## src/rvsd_pkg.sv

```systemverilog
// constants and register map for the regulator voltage and strobe delay bank
package rvsd_pkg;
    localparam int unsigned CLK_PERIOD_NS = 50;
    localparam int unsigned NS_PER_MS = 1000000;
    localparam int unsigned GAP_SHORT_MS = 2;
    localparam int unsigned GAP_LONG_MS = 5;
    localparam int unsigned BLANK_MS = 5;
    localparam int unsigned DOWN_FACTOR = 10;
    localparam int unsigned GAP_SHORT_CYC = GAP_SHORT_MS * NS_PER_MS / CLK_PERIOD_NS;
    localparam int unsigned GAP_LONG_CYC = GAP_LONG_MS * NS_PER_MS / CLK_PERIOD_NS;
    localparam int unsigned BLANK_CYC = BLANK_MS * NS_PER_MS / CLK_PERIOD_NS;
    localparam int unsigned CNT_W = 20;
    localparam int unsigned EMIT_OVERHEAD_CYC = 2;

    localparam logic [7:0] LDO_VOLT_ADDR = 8'h1b;
    localparam logic [7:0] SEQ_DLY_ADDR = 8'h20;
    localparam logic [7:0] LDO_VOLT_RESET = 8'h1f;
    localparam logic [7:0] SEQ_DLY_RESET = 8'h00;
    localparam logic [7:0] LDO_VOLT_MASK = 8'h3f;
    localparam logic [7:0] UNMAPPED_DATA = 8'h00;
    localparam int unsigned VOLT_W = 6;
    localparam int unsigned GAP_BITS = 8;

    localparam logic [3:0] STROBE_FIRST = 4'h1;
    localparam logic [3:0] STROBE_LAST = 4'h9;
    localparam logic [3:0] UP_GAP_OFS = 4'h1;
    localparam logic [3:0] DOWN_GAP_OFS = 4'h2;
endpackage

```

## src/rvsd_seq_if.sv

```systemverilog
// carrier between bank control and strobe sequencer
`timescale 1ns/1ps
interface rvsd_seq_if;
    logic start_up;
    logic start_down;
    logic down_mult;
    logic [7:0] gap_sel;
    logic strobe;
    logic [3:0] strobe_num;
    logic busy;
    modport ctrl (output start_up, output start_down, output down_mult, output gap_sel,
                  input strobe, input strobe_num, input busy);
    modport seq (input start_up, input start_down, input down_mult, input gap_sel,
                 output strobe, output strobe_num, output busy);
endinterface

```

## src/rvsd_bank.sv

```systemverilog
// regulator voltage and strobe delay register bank with sequencer
//
// Operation
// a write to the regulator voltage register is taken only while the unlock input is high.
// every taken write to the regulator voltage register blanks over/under-voltage monitoring for 5 ms.
// the six-bit code in bits 5..0 selects 0.900 V up in 25 mV steps to 1.550 V, then 50 mV steps to 3.400 V.
// the regulator voltage register sits at 0x1B and resets to 0x1F, which is 1.800 V.
// bits 7 and 6 of the regulator voltage register are read-only and read as zero.
// the wait between strobe n and n+1 is 2 ms when its select bit is clear and 5 ms when set.
// bit 0 selects the gap after strobe 1, through bit 7 for the gap after strobe 8.
// the sequencer delay register sits at 0x20 and resets to 0x00, all gaps short.
// with the multiplier set, gaps are ten times longer during power-down only.
// the sequencer delay register also ignores writes while the unlock input is low.
`timescale 1ns/1ps
module rvsd_bank
    import rvsd_pkg::*;
#(
    parameter int unsigned SHORT_CYC = GAP_SHORT_CYC,
    parameter int unsigned LONG_CYC = GAP_LONG_CYC,
    parameter int unsigned BLANK_LEN_CYC = BLANK_CYC
) (
    input wire logic clk_i,
    input wire logic nrst_i,
    input wire logic ce_i,
    input wire logic [7:0] addr_i,
    input wire logic wr_en_i,
    input wire logic [7:0] wdata_i,
    input wire logic rd_en_i,
    input wire logic unlock_i,
    input wire logic power_down_delay_multiplier_i,
    input wire logic power_up_req_i,
    input wire logic power_down_req_i,
    output logic [7:0] rdata_o,
    output logic rvalid_o,
    output logic wr_refused_o,
    output logic [VOLT_W-1:0] linear_regulator_voltage_o,
    output logic [GAP_BITS-1:0] sequencer_delay_select_o,
    output logic monitor_blank_o,
    output logic strobe_o,
    output logic [3:0] strobe_num_o,
    output logic seq_busy_o
);
    typedef struct packed {
        logic [7:0] ldo_volt;
        logic [7:0] seq_dly;
        logic [7:0] rdata;
        logic rvalid;
        logic refused;
        logic blank;
        logic [CNT_W-1:0] blank_cnt;
    } rvsd_bank_s;

    rvsd_bank_s s_q;
    rvsd_bank_s s_d;

    rvsd_seq_if sif ();

    function automatic logic [7:0] read_mux(input logic [7:0] a, input rvsd_bank_s s);
        unique case (a)
            LDO_VOLT_ADDR: read_mux = s.ldo_volt & LDO_VOLT_MASK;
            SEQ_DLY_ADDR: read_mux = s.seq_dly;
            default: read_mux = UNMAPPED_DATA;
        endcase
    endfunction

    always_comb begin
        s_d = s_q;
        s_d.rvalid = 1'b0;
        s_d.refused = 1'b0;
        if (s_q.blank) begin
            if (s_q.blank_cnt == '0) begin
                s_d.blank = 1'b0;
            end else begin
                s_d.blank_cnt = CNT_W'(s_q.blank_cnt - 1'b1);
            end
        end
        if (rd_en_i) begin
            s_d.rdata = read_mux(addr_i, s_q);
            s_d.rvalid = 1'b1;
        end
        if (wr_en_i) begin
            if (addr_i == LDO_VOLT_ADDR) begin
                if (unlock_i) begin
                    // code kept as written; the analog side decodes the voltage steps
                    s_d.ldo_volt = wdata_i & LDO_VOLT_MASK;
                    // a rewrite during blanking restarts the full interval
                    s_d.blank = 1'b1;
                    s_d.blank_cnt = CNT_W'(BLANK_LEN_CYC - 1);
                end else begin
                    s_d.refused = 1'b1;
                end
            end else if (addr_i == SEQ_DLY_ADDR) begin
                if (unlock_i) begin
                    s_d.seq_dly = wdata_i;
                end else begin
                    s_d.refused = 1'b1;
                end
            end
        end
    end

    always_ff @(posedge clk_i or negedge nrst_i) begin
        if (!nrst_i) begin
            s_q <= '{ldo_volt: LDO_VOLT_RESET, seq_dly: SEQ_DLY_RESET, rdata: 8'h00, rvalid: 1'b0,
                     refused: 1'b0, blank: 1'b0, blank_cnt: '0};
        end else if (ce_i) begin
            s_q <= s_d;
        end
    end

    assign sif.start_up = power_up_req_i;
    assign sif.start_down = power_down_req_i;
    assign sif.down_mult = power_down_delay_multiplier_i;
    assign sif.gap_sel = s_q.seq_dly;

    rvsd_sequencer #(
        .SHORT_CYC(SHORT_CYC),
        .LONG_CYC(LONG_CYC)
    ) u_seq (
        .clk_i(clk_i),
        .nrst_i(nrst_i),
        .ce_i(ce_i),
        .sif(sif.seq)
    );

    assign rdata_o = s_q.rdata;
    assign rvalid_o = s_q.rvalid;
    assign wr_refused_o = s_q.refused;
    assign linear_regulator_voltage_o = s_q.ldo_volt[VOLT_W-1:0];
    assign sequencer_delay_select_o = s_q.seq_dly;
    assign monitor_blank_o = s_q.blank;
    assign strobe_o = sif.strobe;
    assign strobe_num_o = sif.strobe_num;
    assign seq_busy_o = sif.busy;
endmodule

```

## src/rvsd_sequencer.sv

```systemverilog
// strobe sequencer: strobes 1..9 with selectable gaps
`timescale 1ns/1ps
module rvsd_sequencer
    import rvsd_pkg::*;
#(
    parameter int unsigned SHORT_CYC = GAP_SHORT_CYC,
    parameter int unsigned LONG_CYC = GAP_LONG_CYC
) (
    input wire logic clk_i,
    input wire logic nrst_i,
    input wire logic ce_i,
    rvsd_seq_if.seq sif
);
    typedef enum logic [1:0] {
        ST_IDLE,
        ST_EMIT,
        ST_GAP
    } rvsd_seq_state_e;

    typedef struct packed {
        rvsd_seq_state_e state;
        logic dir_down;
        logic [3:0] num;
        logic [CNT_W-1:0] cnt;
        logic strobe;
        logic [3:0] strobe_num;
        logic busy;
    } rvsd_seq_s;

    rvsd_seq_s s_q;
    rvsd_seq_s s_d;

    // gap length in cycles; the multiplier only stretches power-down gaps
    function automatic logic [CNT_W-1:0] gap_len(input logic long_sel, input logic down, input logic mult);
        logic [CNT_W-1:0] base;
        base = long_sel ? CNT_W'(LONG_CYC) : CNT_W'(SHORT_CYC);
        gap_len = (down && mult) ? CNT_W'(base * DOWN_FACTOR) : base;
    endfunction

    always_comb begin
        logic [2:0] idx;
        idx = '0;
        s_d = s_q;
        s_d.strobe = 1'b0;
        unique case (s_q.state)
            ST_IDLE: begin
                if (sif.start_up) begin
                    s_d.dir_down = 1'b0;
                    s_d.num = STROBE_FIRST;
                    s_d.state = ST_EMIT;
                end else if (sif.start_down) begin
                    s_d.dir_down = 1'b1;
                    s_d.num = STROBE_LAST;
                    s_d.state = ST_EMIT;
                end
            end
            ST_EMIT: begin
                s_d.strobe = 1'b1;
                s_d.strobe_num = s_q.num;
                if (s_q.dir_down ? (s_q.num == STROBE_FIRST) : (s_q.num == STROBE_LAST)) begin
                    s_d.state = ST_IDLE;
                end else begin
                    // gap between strobe n and n+1 is bit n-1, either direction
                    idx = s_q.dir_down ? 3'(s_q.num - DOWN_GAP_OFS) : 3'(s_q.num - UP_GAP_OFS);
                    // two cycles of emit/step overhead are folded into the load
                    s_d.cnt = gap_len(sif.gap_sel[idx], s_q.dir_down, sif.down_mult) - CNT_W'(EMIT_OVERHEAD_CYC);
                    s_d.state = ST_GAP;
                end
            end
            ST_GAP: begin
                if (s_q.cnt == '0) begin
                    s_d.num = s_q.dir_down ? 4'(s_q.num - 4'h1) : 4'(s_q.num + 4'h1);
                    s_d.state = ST_EMIT;
                end else begin
                    s_d.cnt = CNT_W'(s_q.cnt - 1'b1);
                end
            end
        endcase
        s_d.busy = (s_d.state != ST_IDLE);
    end

    always_ff @(posedge clk_i or negedge nrst_i) begin
        if (!nrst_i) begin
            s_q <= '{state: ST_IDLE, dir_down: 1'b0, num: 4'h0, cnt: '0, strobe: 1'b0,
                     strobe_num: 4'h0, busy: 1'b0};
        end else if (ce_i) begin
            s_q <= s_d;
        end
    end

    assign sif.strobe = s_q.strobe;
    assign sif.strobe_num = s_q.strobe_num;
    assign sif.busy = s_q.busy;
endmodule

```

## config.mk

```make
export PLATFORM = sky130hd
export DESIGN_NAME = rvsd_bank
export DESIGN_NICKNAME = d
export VERILOG_FILES = /design/src/rvsd_pkg.sv /design/src/rvsd_seq_if.sv /design/src/rvsd_bank.sv /design/src/rvsd_sequencer.sv
export SDC_FILE = /design/constraint.sdc
export NUM_CORES = 1
export LEC_CHECK = 0
export ABC_CLOCK_PERIOD_IN_PS = 2850
export BUFFER_PORTS_ARGS = -buffer_cell sky130_fd_sc_hd__buf_2
export CAP_MARGIN = 30
export CORE_UTILIZATION = 50
export CTS_CLUSTER_DIAMETER = 100
export DETAILED_ROUTE_END_ITERATION = 6
export PLACE_DENSITY = 0.77
export SLEW_MARGIN = 40
export SYNTH_ARGS = -nofsm -noshare
export SYNTH_HDL_FRONTEND = slang
export SYNTH_SLANG_ARGS = --single-unit
```

## constraint.sdc

```tcl
create_clock -name clk_i -period 2.85 [get_ports clk_i]
set_input_delay 0.285 -clock clk_i [delete_from_list [all_inputs] [get_ports clk_i]]
set_output_delay 0.285 -clock clk_i [all_outputs]
set_load 0.03 [all_outputs]
```

# After elaboration in Yosys (flattened, before gate mapping)
# Cells that the tools add are included.
# W data, S select, Z words.
[totals]
reg_bits = 78
output_inout_bits = 31
elab_cells = 77
[classes]
n_addsub = 6
mul = 1
order_cmp = 1
n_eq_ne = 10
muxes = 29
n_bitwise = 1
reduce_logical = 15
[ops]
columns = ["cell", "count"]
rows = [
  ["$mux W20", 4],
  ["$mux W21", 3],
  ["$logic_not A20 Y1", 2],
  ["$pmux W20 S2", 1],
  ["$sub A20 B1 Y20 const B", 2],
  ["$mux W22", 1],
  ["$mul A20 B3 Y19 const B", 1],
  ["$sub A20 B2 Y20 const B", 1],
  ["$mux W17", 1],
  ["$pmux W8 S2", 1],
  ["$mux W7", 2],
  ["$reduce_and A4 Y1", 3],
  ["$eq A8 B5 Y1 const B", 1],
  ["$eq A8 B6 Y1 const B", 1],
  ["$mux W4", 2],
  ["$pmux W4 S2", 1],
  ["$reduce_bool A2 Y1", 4],
  ["$mux W1", 7],
  ["$pmux W2 S3", 1],
  ["$mux W5", 1],
  ["$reduce_and A5 Y1", 1],
  ["$add A4 B1 Y4 const B", 1],
  ["$eq A4 B1 Y1 const B", 1],
  ["$eq A4 B4 Y1 const B", 1],
  ["other kinds (16)", 19],
]

# Depth between registers and ports, before layout
# Gate-level depths: netlist of run 1.
[logic_depth]
depth_word = 10
ltp_mapped = 11
ltp_nobuf = 11

# By module
# Synthesis of run 1 repeated with hierarchy kept, for this count alone.
[hier_totals]
cells_unflattened = 512
hier_area_um2 = 4722.0
[by_module_without_submodules]
columns = ["mod", "instances", "cells_each", "area_per_inst_um2"]
rows = [
  ["rvsd_bank", 1, 248, 2432.3],
  ["rvsd_sequencer", 1, 264, 2289.7],
]

# Worst setup path before layout of run 1
# Ideal clock, no wire load.
[synth_path]
path_type = "register -> register"
from = "reg u_seq.s_q[26] in the netlist's numbering"
to = "reg u_seq.s_q[17] in the netlist's numbering"
setup_time_ps = 100
t_arrival_ps = 2861
path_slack_ps = -111
path_stages_with_launch = 12
path_buffers = 0
synth_period_minus_slack_ps = 2961
cell_sequence = "dfrtp_1 -> inv_1 -> ha_1 -> mux2i_1 -> mux4_2 -> mux2i_1 -> inv_1 -> ha_1 -> nand4_1 -> xor2_1 -> o22ai_1 -> a311oi_1"
[synth_between]
elab_chain_len = 10
elab_cells_between_ends = 16
cone_classes = "3 x add/sub; 1 x mul; 3 x eq/ne; 8 x mux; 1 x reduce/logical"
[synth_lines]
columns = ["element", "line", "rtl"]
rows = [
  ["start, declared", "rvsd_sequencer.sv:30", "rvsd_seq_s s_q;"],
  ["start signal, assigned", "rvsd_sequencer.sv:84", "s_q <= '{state: ST_IDLE, dir_down: 1'b0, num: 4'h0, cnt: '0, strobe: 1'b0,"],
  ["$sub A4 B1 Y4 or $sub A3 B2 Y3 (tied branches)", "rvsd_sequencer.sv:64", "idx = s_q.dir_down ? 3'(s_q.num - DOWN_GAP_OFS) : 3'(s_q.num - UP_GAP_OFS);"],
  ["$mux W3", "rvsd_sequencer.sv:64", ""],
  ["$bmux W1 S3", "rvsd_sequencer.sv:66", "s_d.cnt = gap_len(sif.gap_sel[idx], s_q.dir_down, sif.down_mult) - CNT_W'(EMIT_OVERHEAD_CYC);"],
  ["$mux W1 (implied by the code)", "rvsd_sequencer.sv:66", ""],
  ["$mux W17", "rvsd_sequencer.sv:36", "base = long_sel ? CNT_W'(LONG_CYC) : CNT_W'(SHORT_CYC);"],
  ["$mul A20 B3 Y19", "rvsd_sequencer.sv:37", "gap_len = (down && mult) ? CNT_W'(base * DOWN_FACTOR) : base;"],
  ["$mux W20", "rvsd_sequencer.sv:37", ""],
  ["$sub A20 B2 Y20", "rvsd_sequencer.sv:66", ""],
  ["$mux W20", "rvsd_sequencer.sv:60", "if (s_q.dir_down ? (s_q.num == STROBE_FIRST) : (s_q.num == STROBE_LAST)) begin"],
  ["$pmux W20 S2", "rvsd_sequencer.sv:45", "unique case (s_q.state)"],
]
# Several ways; a longest one is shown, not always the timed one. The select of a mux whose other input is x is not followed.
# A chain may end at the register's enable or synchronous reset.

# Final worst setup path of run 1
[layout_path]
from = "reg u_seq.s_q[27] in the netlist's numbering"
to = "reg u_seq.s_q[17] in the netlist's numbering"
# The elaborated chain is that of the path after synthesis.

==> results of run 1 <==
-- routing by layer --
metal | vias up | track usage [%] | wire [um]
met5 | - | 0 | 0
met4 | 0 | 7.58 | 144
met3 | 21 | 5.18 | 667
met2 | 155 | 42.3 | 5660
met1 | 1958 | 32.2 | 5000
li1 | 1899 | - | -
-- state kept, by name (all words and copies together), names as in the netlist --
name	count
s_q	20
linear_regulator_voltage_o	6
rdata_o	8
u_seq.sif.strobe_num	4
u_seq.s_q	27
u_seq.sif.strobe	1
u_seq.sif.busy	1
sequencer_delay_select_o	8
wr_refused_o	1
rvalid_o	1
monitor_blank_o	1
-- tightest hold or removal path, cell delays in order --
cell and delay, ps:
buf_2 100, nand2_1 50, nand2_1 40
-- synthesized netlist by cell type (6+ instances only) --
library cell	count	area, sq um
and2_1	6	37.5
nand2_1	60	225
nand3_1	19	95.1
nor2_1	28	105
or3_1	10	62.6
mux2i_1	6	60.1
inv_1	16	60.1
mux2_2	9	101
o21ai_1	6	30.0
buf_4	26	195
dfrtp_1	73	1830
clkbuf_1	10	37.5
nor4_1	6	37.5
o21ai_0	37	185
a21oi_1	11	55.1
o31ai_1	6	45.0
ha_1	19	238
nor3_1	19	95.1
a31oi_1	7	43.8
and3_1	9	56.3
xor2_1	8	70.1
o211ai_1	6	45.0
a22oi_1	7	52.6
-- final cells by class --
| class | instances | area [sq um] | share of cell area (%) |
|---|---|---|---|
| repair buffers | 72 | 415 | 7.92 |
| inverters | 18 | 67.6 | 1.29 |
| flip-flops and latches | 78 | 1960 | 37.3 |
| well taps | 108 | 135 | 2.58 |
| multi-input cells | 363 | 2450 | 46.7 |
| clock inverters | 6 | 92.6 | 1.76 |
| clock buffers | 10 | 128 | 2.43 |
-- worst max-delay path by stage --
stage	end	slack, ps
floorplan	u_seq.s_q[17]	30
global placement	u_seq.s_q[17]	150
detailed placement	u_seq.s_q[17]	40
CTS	u_seq.s_q[17]	40
global route	u_seq.s_q[17]	-20
finish	u_seq.s_q[17]	130
-- through the flow --
stage	setup WS [ps]	total power, W
3_5_place_dp	41.2	0.00281
2_1_floorplan	28.2	0.00245
4_1_cts	37.9	0.00376
5_1_grt	-16.0	0.00399
3_3_place_gp	150	0.00275
6_report	127	0.00378
-- kinds of logic after synthesis --
kind of cell               after synthesis  share of synthesized area, %
AOI/OAI and AO/OA                      121                          17.3
xor gates and xnor gates                10                          1.87
adders and majority gates               19                          5.09
buffers and inverters                   58                          6.85
DFF                                     78                          41.9
muxes                                   17                          4.42
and+or+nand+nor                        196                          22.5
-- placed cells by master (no fill, tap or decap), types with 10 or more instances in the layout --
cell	count
a21oi_1	11
o21ai_0	37
nand3_1	19
dfrtp_1	73
buf_4	15
nor2_1	28
nand2_1	60
buf_2	54
ha_1	17
or3_1	10
inv_1	13
nor3_1	18
-- power breakdown --
part	switching (W)	internal, W	total (W)
clock	0.000443	0.000500	0.000943
sequential	0.000205	0.00129	0.00149
combinational	0.000825	0.000520	0.00135
-- repair_timing --
item,in CTS,in global routing
gates resized for setup,0,8
hold endpoints to repair,50,0
hold buffers,1,0
setup buffers,0,1
cloned,0,0
pin swaps,1,5
endpoints found under the setup margin,1,2
==> flow_summary.toml, run 1 <==
[run_status]
outcome = "complete, no violations"

[detailed_routing]
vias_per_cell = 6.16
route.vias.total = 4033
drc = 0
wl_per_cell_um = 17.5
routed_wirelength_um = 11500
drtAntennaViolNets = 0
first_pass_iters = 5
drtIter0Drc = 251

[final_layout]
diodes = 0
post-route-util_pct = 59.0
fin_nets = 586
final_area_sq_um = 5250
drive_above_1_share_pct = 22.3
instances_no_fill = 655
nFillCells = 756
syn_to_final_growth_pct = 12.3

[sta]
setup_viol = 0
max_clock_freq_mhz = 367
slew_viol_final = 0
relSlewSlack_pct = 50.7
finalSetupTns_ps = 0
period_share_pct = 95.5
fin_worst_skew_ps = 15.2
timing.hold.ws_ps = 105
worstMarginPinSlew_ps = 740
min_period_ps = 2720
hold_viol = 0

[setup_path]
critical_path.startpoint_type = "flop"
path_buf_inv = 2
path_delay_family = "multiplexers"
arrival_ps = 2980
r2r_start = "u_seq.s_q[27]"
rr_endpoint = "u_seq.s_q[17]"
cpPeakStageDelay_ps = 550
end_kind = "flop"
critical_path_depth = 11
crit_chain = "inv_2 -> ha_4 -> mux2i_4 -> mux4_2 -> mux2i_4 -> inv_2 -> ha_4 -> nand4_1 -> xor2_1 -> o22ai_1 -> a311oi_1"
startpoint = "u_seq.s_q[27]"
critical_path_class = "reg -> reg"
r2r_setup_slack_ps = 130
critPathMaxFanout = 2
required_ps = 3110
cpMaxStageDelayCell = "mux4_2"
reg2reg_depth = 11

[die]
ios = 56
initial_core_util_pct = 52.6
die-area_sq_um = 9740
core_area_sq_um = 8890
die_w_um = 98.7
num_rows = 34
die_height_um = 98.7

[global_route]
grt_max_degree = 79
first_global_vias = 3982
overflow = 0
antenna_found_initial = 0
track_usage_pct = 24.9
grt_pass1_wl_um = 19400

[clock_tree]
cts_buffers = 9
clock_path_buffers = 2
cts_tree = "yes"
clkLatencyLatePin_ps = 370
h-tree-depth = 3
cts_root_buffer = "clkbuf_8"
clkTransAtPathRegs_ps = 90
cts_sinks = 78

[place]
place_area_sq_um = 4970
portBuffers = 55
numPlacedInstances = 637
finalWeightedCongestion = 0.863
dp_hpwl_um = 7950

[yosys]
netlist_area_sq_um = 4670
async_reset_ff_share_pct = 100
synth_seq_area_share_pct = 41.9
syn_nets = 543
synth-edff-count = 0
synth.yosys.warnings = 0
synth_top_flop_cell = "dfrtp_1"
syn_area_per_cell_sq_um = 9.37
ys_ff_latch = 78
synthDistinctLibCells = 67
synthCells = 499

[job]
drv_cap = 0

[power_and_ir_drop]
worst_ir_drop_vdd_mv = 0.327
p_per_area_nw_per_um2 = 721
power_leakage_nw = 2.43

[worst_hold_path]
whs_path_depth = 3
worstHoldPathType = "in -> reg"
hold_path_end = "linear_regulator_voltage_o[0]"
min_from = "wdata_i[0]"
Power figures use the tool's default switching activity.
==> run 2, diff against run 1 <==
- CTS_BUF_LIST: unset -> sky130_fd_sc_hd__clkbuf_4
==> run 2 against run 1 <==
Against the previous run:
- flip-flop and latch count is the same
- setup slack lost 52 ps
- register-to-register slack lost 50 ps
- cell area shrank 1.2%
- power shrank 4.3%
- clock power shrank 16%
- utilization shrank 0.73 points
- combinational power is essentially flat
- final cell count is the same
- clock skew grew 10 ps
- non-clock buffer count is the same
- highest routed layer unchanged
==> flow_summary.toml, run 2 (synthesized netlist as in run 1, its figures left out) <==
[die]
initial_core_util_pct = 52.6
num_rows = 34
die-area_sq_um = 9740
core_area_sq_um = 8890
die_height_um = 98.7
ios = 56
die_w_um = 98.7

[final_layout]
most-common-layout-cells = "73 x dfrtp_1, 60 x nand2_1, 54 x buf_2"
top_register = "u_seq.s_q"
final_common_cell = "dfrtp_1"
reg_top3 = "u_seq.s_q: 27 flops, s_q: 20 flops"
instances_no_fill = 655
syn_to_final_growth_pct = 10.9
diodes = 0
drive_above_1_share_pct = 22.3
largest_reg_flops = 27
fin_nets = 586

[setup_path]
rr_endpoint = "u_seq.s_q[17]"
r2r_setup_slack_ps = 80
critical_path_class = "reg -> reg"
reg2reg_depth = 11
arrival_ps = 3090
r2r_start = "u_seq.s_q[26]"
critical_path.startpoint_type = "flop"
critPathMaxFanout = 2
end_kind = "flop"
required_ps = 3160

[sta]
min_period_ps = 2770
max_clock_freq_mhz = 360
relSlewSlack_pct = 51.2
hold_viol = 0
setup_viol = 0
finalSetupTns_ps = 0
fin_worst_skew_ps = 25.5
period_share_pct = 97.4
slew_viol_final = 0
worstMarginPinSlew_ps = 732

[worst_hold_path]
min_from = "wdata_i[0]"
hold_path_end = "linear_regulator_voltage_o[0]"
whs_path_depth = 3
worstHoldPathType = "in -> reg"

[detailed_routing]
routed_wirelength_um = 11300
drtIter0Drc = 259
vias_per_cell = 6.14
drc = 0
wl_per_cell_um = 17.3
first_pass_iters = 5
drtAntennaViolNets = 0
route.vias.total = 4021

[clock_tree]
cts_tree = "yes"
cts_buffers = 9
h-tree-depth = 3
cts_root_buffer = "clkbuf_4"
clkTransAtPathRegs_ps = 150
clock_path_buffers = 2
clkLatencyLatePin_ps = 440
cts_sinks = 78

[global_route]
first_global_vias = 3961
grt_pass1_wl_um = 19100
overflow = 0
grt_max_degree = 79
track_usage_pct = 24.5
antenna_found_initial = 0

[power_and_ir_drop]
worst_ir_drop_vdd_mv = 0.274
power_leakage_nw = 2.41
p_per_area_nw_per_um2 = 698

[job]
drv_cap = 0

[place]
portBuffers = 55
numPlacedInstances = 637
finalWeightedCongestion = 0.863
dp_hpwl_um = 7950

[run_status]
outcome = "complete, no violations"
## run 2: changes by cell type in the layout (fill, tap and decap cells not counted)
cell      change
clkbuf_4     +10
clkbuf_1      -1
clkbuf_8      -9
ha_1          +1
ha_4          -1
## run 2: final cells by class
cell class	count	area [sq um]
Clock inverter	6	92.6
Inverter	18	67.6
Fill cell	784	3710
Multi-Input combinational cell	363	2440
Clock buffer	10	75.1
Tap cell	108	135
Sequential cell	78	1960
Timing Repair Buffer	72	415
## run 2: critical path, cell delays in order, from the launching register on
cell and delay, ps:
dfrtp_1 420, inv_2 90, ha_4 210, mux2i_4 170, mux4_2 550, mux2i_4 180, inv_2 60, ha_1 270
nand4_1 130, xor2_1 190, o22ai_1 80, a311oi_1 300
## run 2: stage by stage
stage	instance area [sq um]	power [W]	hold slack, ps	setup slack, ps	util, %
floorplan	4690	0.00245	-10.6	28.2	-
global placement	4960	0.00275	453	150	55.8
detailed placement	4970	0.00281	382	41.2	55.9
CTS	5140	0.00360	10.8	24.4	57.9
global route	5180	0.00384	17.5	-7.59	58.3
finish	5180	0.00362	28.7	75.5	58.3
## run 2: repair_timing
item | 4_1_cts | 5_1_grt
pin swaps | 1 | 4
buffers inserted | 0 | 1
hold buffers | 1 | 0
endpoints found under the setup margin | 1 | 2
hold endpoints to repair | 73 | 0
gates resized for setup | 0 | 7
## run 2: routing by layer
metal / wire (um) / global-route usage [%]
met1: 4870 / 31.7
met2: 5590 / 41.9
met3: 694 / 4.40
met4: 168 / 7.58
met5: 0 / 0
## run 2: worst max-delay path by stage
| stage | from | end | slack, ps | cells after the start |
|---|---|---|---|---|
| after floorplan | u_seq.s_q[27] | u_seq.s_q[17] | 30 | 11 |
| after global placement | u_seq.s_q[26] | u_seq.s_q[17] | 150 | 11 |
| after detailed placement | u_seq.s_q[26] | u_seq.s_q[17] | 40 | 11 |
| after CTS | u_seq.s_q[26] | u_seq.s_q[17] | 20 | 11 |
| after global routing | u_seq.s_q[26] | u_seq.s_q[17] | -8 | 11 |
| final | u_seq.s_q[26] | u_seq.s_q[17] | 80 | 11 |
## run 2: report_power, final
part	internal [W]	total (W)	switching, W
Sequential	0.00129	0.00149	0.000203
Clock	0.000372	0.000793	0.000421
Combinational	0.000519	0.00134	0.000817
Total	0.00218	0.00362	0.00144
==> run 3, diff against run 2 <==
- ABC_AREA: unset -> 1
- CORE_UTILIZATION: 50 -> 46
- PLACE_DENSITY: 0.77 -> 0.72
==> run 3 against run 2 <==
Against the previous run:
- register-to-register slack improved by 210 ps
- die area is 18% higher
- clock power is 23% lower
- worst hold slack improved by 32 ps
- critical endpoint unchanged
- critical path depth grew 6
- cell area grew 4.3%
- largest cell class unchanged
- utilization shrank 8.2 points
- combinational power rose by 75%
- sequential share of layout area fell by 1.6 points
- first-iteration DRC count fell by 15%
==> flow_summary.toml, run 3 <==
[yosys]
netlist_top_cells_count = "189 x nand2_1, 93 x nor2_1, 85 x inv_1"
async_reset_ff_share_pct = 100
synth_seq_area_share_pct = 38.4
syn_nets = 752
synth.yosys.warnings = 0
synth_top_area_cell = "dfrtp_1"
synth-edff-count = 0
synthDistinctLibCells = 37
muxShareOfSynthArea_pct = 0
syn_area_per_cell_sq_um = 7.19
synthCells = 708
synth_simple_gate_area_share_pct = 32.6
synth_top_family_by_area = "simple AND/OR/NAND/NOR gates"
synth_fa_ha_area_share_pct = 4.67
ys_ff_latch = 78
synthTopCellsByArea = "dfrtp_1 36%, nand2_1 14%, nor2_1 6.9%, inv_1 6.3%, nand3_1 4.9%"
synth-compound-area-share_pct = 10.6
netlist_area_sq_um = 5090
synth_most_common_cell = "nand2_1"
synth_top_area_share_pct = 35.9
synth-xor-area-share_pct = 1.03
synth_top_flop_cell = "dfrtp_1"

[setup_path]
critical_path_depth = 17
required_ps = 3200
critical_path.startpoint_type = "flop"
crit_chain = "inv_1 -> ha_1 -> nor2_1 -> a21oi_1 -> inv_1 -> nand2_1 -> nand2_1 -> nand2_1 -> nand2_1 -> inv_1 -> ha_1 -> nand4_1 -> xor2_1 -> nand2_1 -> nand2_1 -> nand2_1 -> nand2_1"
critical_path_class = "reg -> reg"
r2r_start = "u_seq.s_q[27]"
r2r_setup_slack_ps = 290
end_kind = "flop"
crit_top_cell = "nand2_1"
path_buf_inv = 3
rr_endpoint = "u_seq.s_q[17]"
cpMaxStageDelayCell = "dfrtp_1"
cpPeakStageDelay_ps = 440
path_delay_family = "simple AND/OR/NAND/NOR gates"
critPathMaxFanout = 6
reg2reg_depth = 17
arrival_ps = 2910

[final_layout]
diodes = 0
syn_to_final_growth_pct = 6.12
fin_nets = 781
most-common-layout-cells = "189 x nand2_1, 93 x nor2_1, 85 x inv_1"
final_common_cell = "nand2_1"
instances_no_fill = 882
nFillCells = 1056
reg_top3 = "u_seq.s_q: 27 flops, s_q: 20 flops"
largest_reg_flops = 27
drive_above_1_share_pct = 16.3
top_register = "u_seq.s_q"

[sta]
finalSetupTns_ps = 0
rsz0062_at_grt = "no"
period_share_pct = 89.9
fin_worst_skew_ps = 10.9
setup_viol = 0
max_clock_freq_mhz = 390
min_period_ps = 2560
worstMarginPinSlew_ps = 698
slew_viol_final = 0
hold_viol = 0
relSlewSlack_pct = 53.5

[place]
portBuffers = 55
dp_hpwl_um = 8160
numPlacedInstances = 865
finalWeightedCongestion = 0.864

[die]
ios = 56
core_area_sq_um = 10800
die-area_sq_um = 11500
die_height_um = 107
num_rows = 38
die_w_um = 107
initial_core_util_pct = 47.2

[power_and_ir_drop]
p_int_w = 0.00239
switching_power_w = 0.00222
worst_ir_drop_vdd_mv = 0.417
p_clk_share_pct = 13.2
power_leakage_nw = 2.82
p_comb_share_pct = 51.2
p_sw_share_pct = 48.2
p_per_area_nw_per_um2 = 851
seq_power_share_pct = 35.6

[worst_hold_path]
worstHoldPathType = "in -> reg"
whs_path_depth = 3
min_from = "wdata_i[0]"
hold_path_end = "linear_regulator_voltage_o[0]"

[detailed_routing]
route.vias.total = 4490
vias_per_cell = 5.09
drtAntennaViolNets = 0
drtIter0Drc = 221
routed_wirelength_um = 11000
first_pass_iters = 7
drc = 0
wl_per_cell_um = 12.4

[global_route]
track_usage_pct = 20.9
grt_max_degree = 79
antenna_found_initial = 0
overflow = 0
grt_pass1_wl_um = 19200
first_global_vias = 4330

[clock_tree]
cts_sinks = 78
clkTransAtPathRegs_ps = 130
cts_root_buffer = "clkbuf_4"
cts_buffers = 9
clock_path_buffers = 2
h-tree-depth = 3
cts_setup_buffers = 0
cts_tree = "yes"
clkLatencyLatePin_ps = 440

[run_status]
outcome = "complete, no violations"

[job]
drv_cap = 0
## run 3: cell count changes after synthesis, sizes merged, moves of 9 or more
cell and delta:
mux2 -9, nand3 +35, nor2 +68, and3 -9, nor3 -13, nand2 +137, o21ai +19, or3 -10
inv +76
## run 3: power by group through the flow
stage               combinational (W)  sequential, W  clock [W]
floorplan                     0.00190        0.00164          0
global placement              0.00226        0.00164          0
detailed placement            0.00235        0.00166          0
CTS                           0.00236        0.00164   0.000631
global route                  0.00272        0.00169   0.000672
finish                        0.00235        0.00164   0.000607
## run 3: repair_timing
item | 4_1_cts | 5_1_grt
hold buffers | 1 | 0
hold endpoints to repair | 73 | 0
resized for setup | 0 | 0
## run 3: per-layer routing
metal	GRT usage (%)	wire, um
met5	0	0
met3	4.68	519
met4	5.38	125
met2	35.1	5220
met1	27.1	5110
## run 3: metrics by stage
step / hold WS (ps) / worst slack, ps / utilization (%) / power (W) / area [sq um]
global route: 48.8 / 22.9 / 50.1 / 0.00508 / 5410
floorplan: -10.6 / 580 / - / 0.00354 / 5090
finish: 60.6 / 287 / 50.1 / 0.00460 / 5410
CTS: 33.6 / 307 / 50.1 / 0.00463 / 5410
detailed placement: 374 / 332 / 48.9 / 0.00401 / 5280
global placement: 449 / 472 / 48.9 / 0.00391 / 5270
## run 3: final cells by class
type | count | area, sq um | share of cell area [%]
clock buffer | 11 | 82.6 | 1.53
clock inverter | 5 | 35.0 | 0.648
inverter | 92 | 348 | 6.44
multi-input combinational | 497 | 2490 | 46.1
sequential | 78 | 1960 | 36.2
tap | 140 | 175 | 3.24
timing repair buffer | 59 | 314 | 5.81
## run 3: worst max path at each step
stage	slack, ps	startpoint	end
2_1_floorplan	580	u_seq.s_q[30]	u_seq.s_q[17]
3_3_place_gp	470	u_seq.s_q[27]	u_seq.s_q[17]
3_5_place_dp	330	u_seq.s_q[26]	u_seq.s_q[17]
4_1_cts	310	u_seq.s_q[26]	u_seq.s_q[17]
5_1_grt	20	u_seq.s_q[26]	u_seq.s_q[17]
6_report	290	u_seq.s_q[27]	u_seq.s_q[17]
## run 3: worst min-delay path, delay by kind of cell
| family | cells | cell delay [ps] |
|---|---|---|
| AO/OA/AOI/OAI | 1 | 60 |
| buffers and inverters | 2 | 160 |
## run 3: logic make-up after synthesis
group | count (synthesis)
compound gates | 94
xor+xnor | 6
fa+ha+maj | 19
buf+inv | 133
flops | 78
simple gates | 378
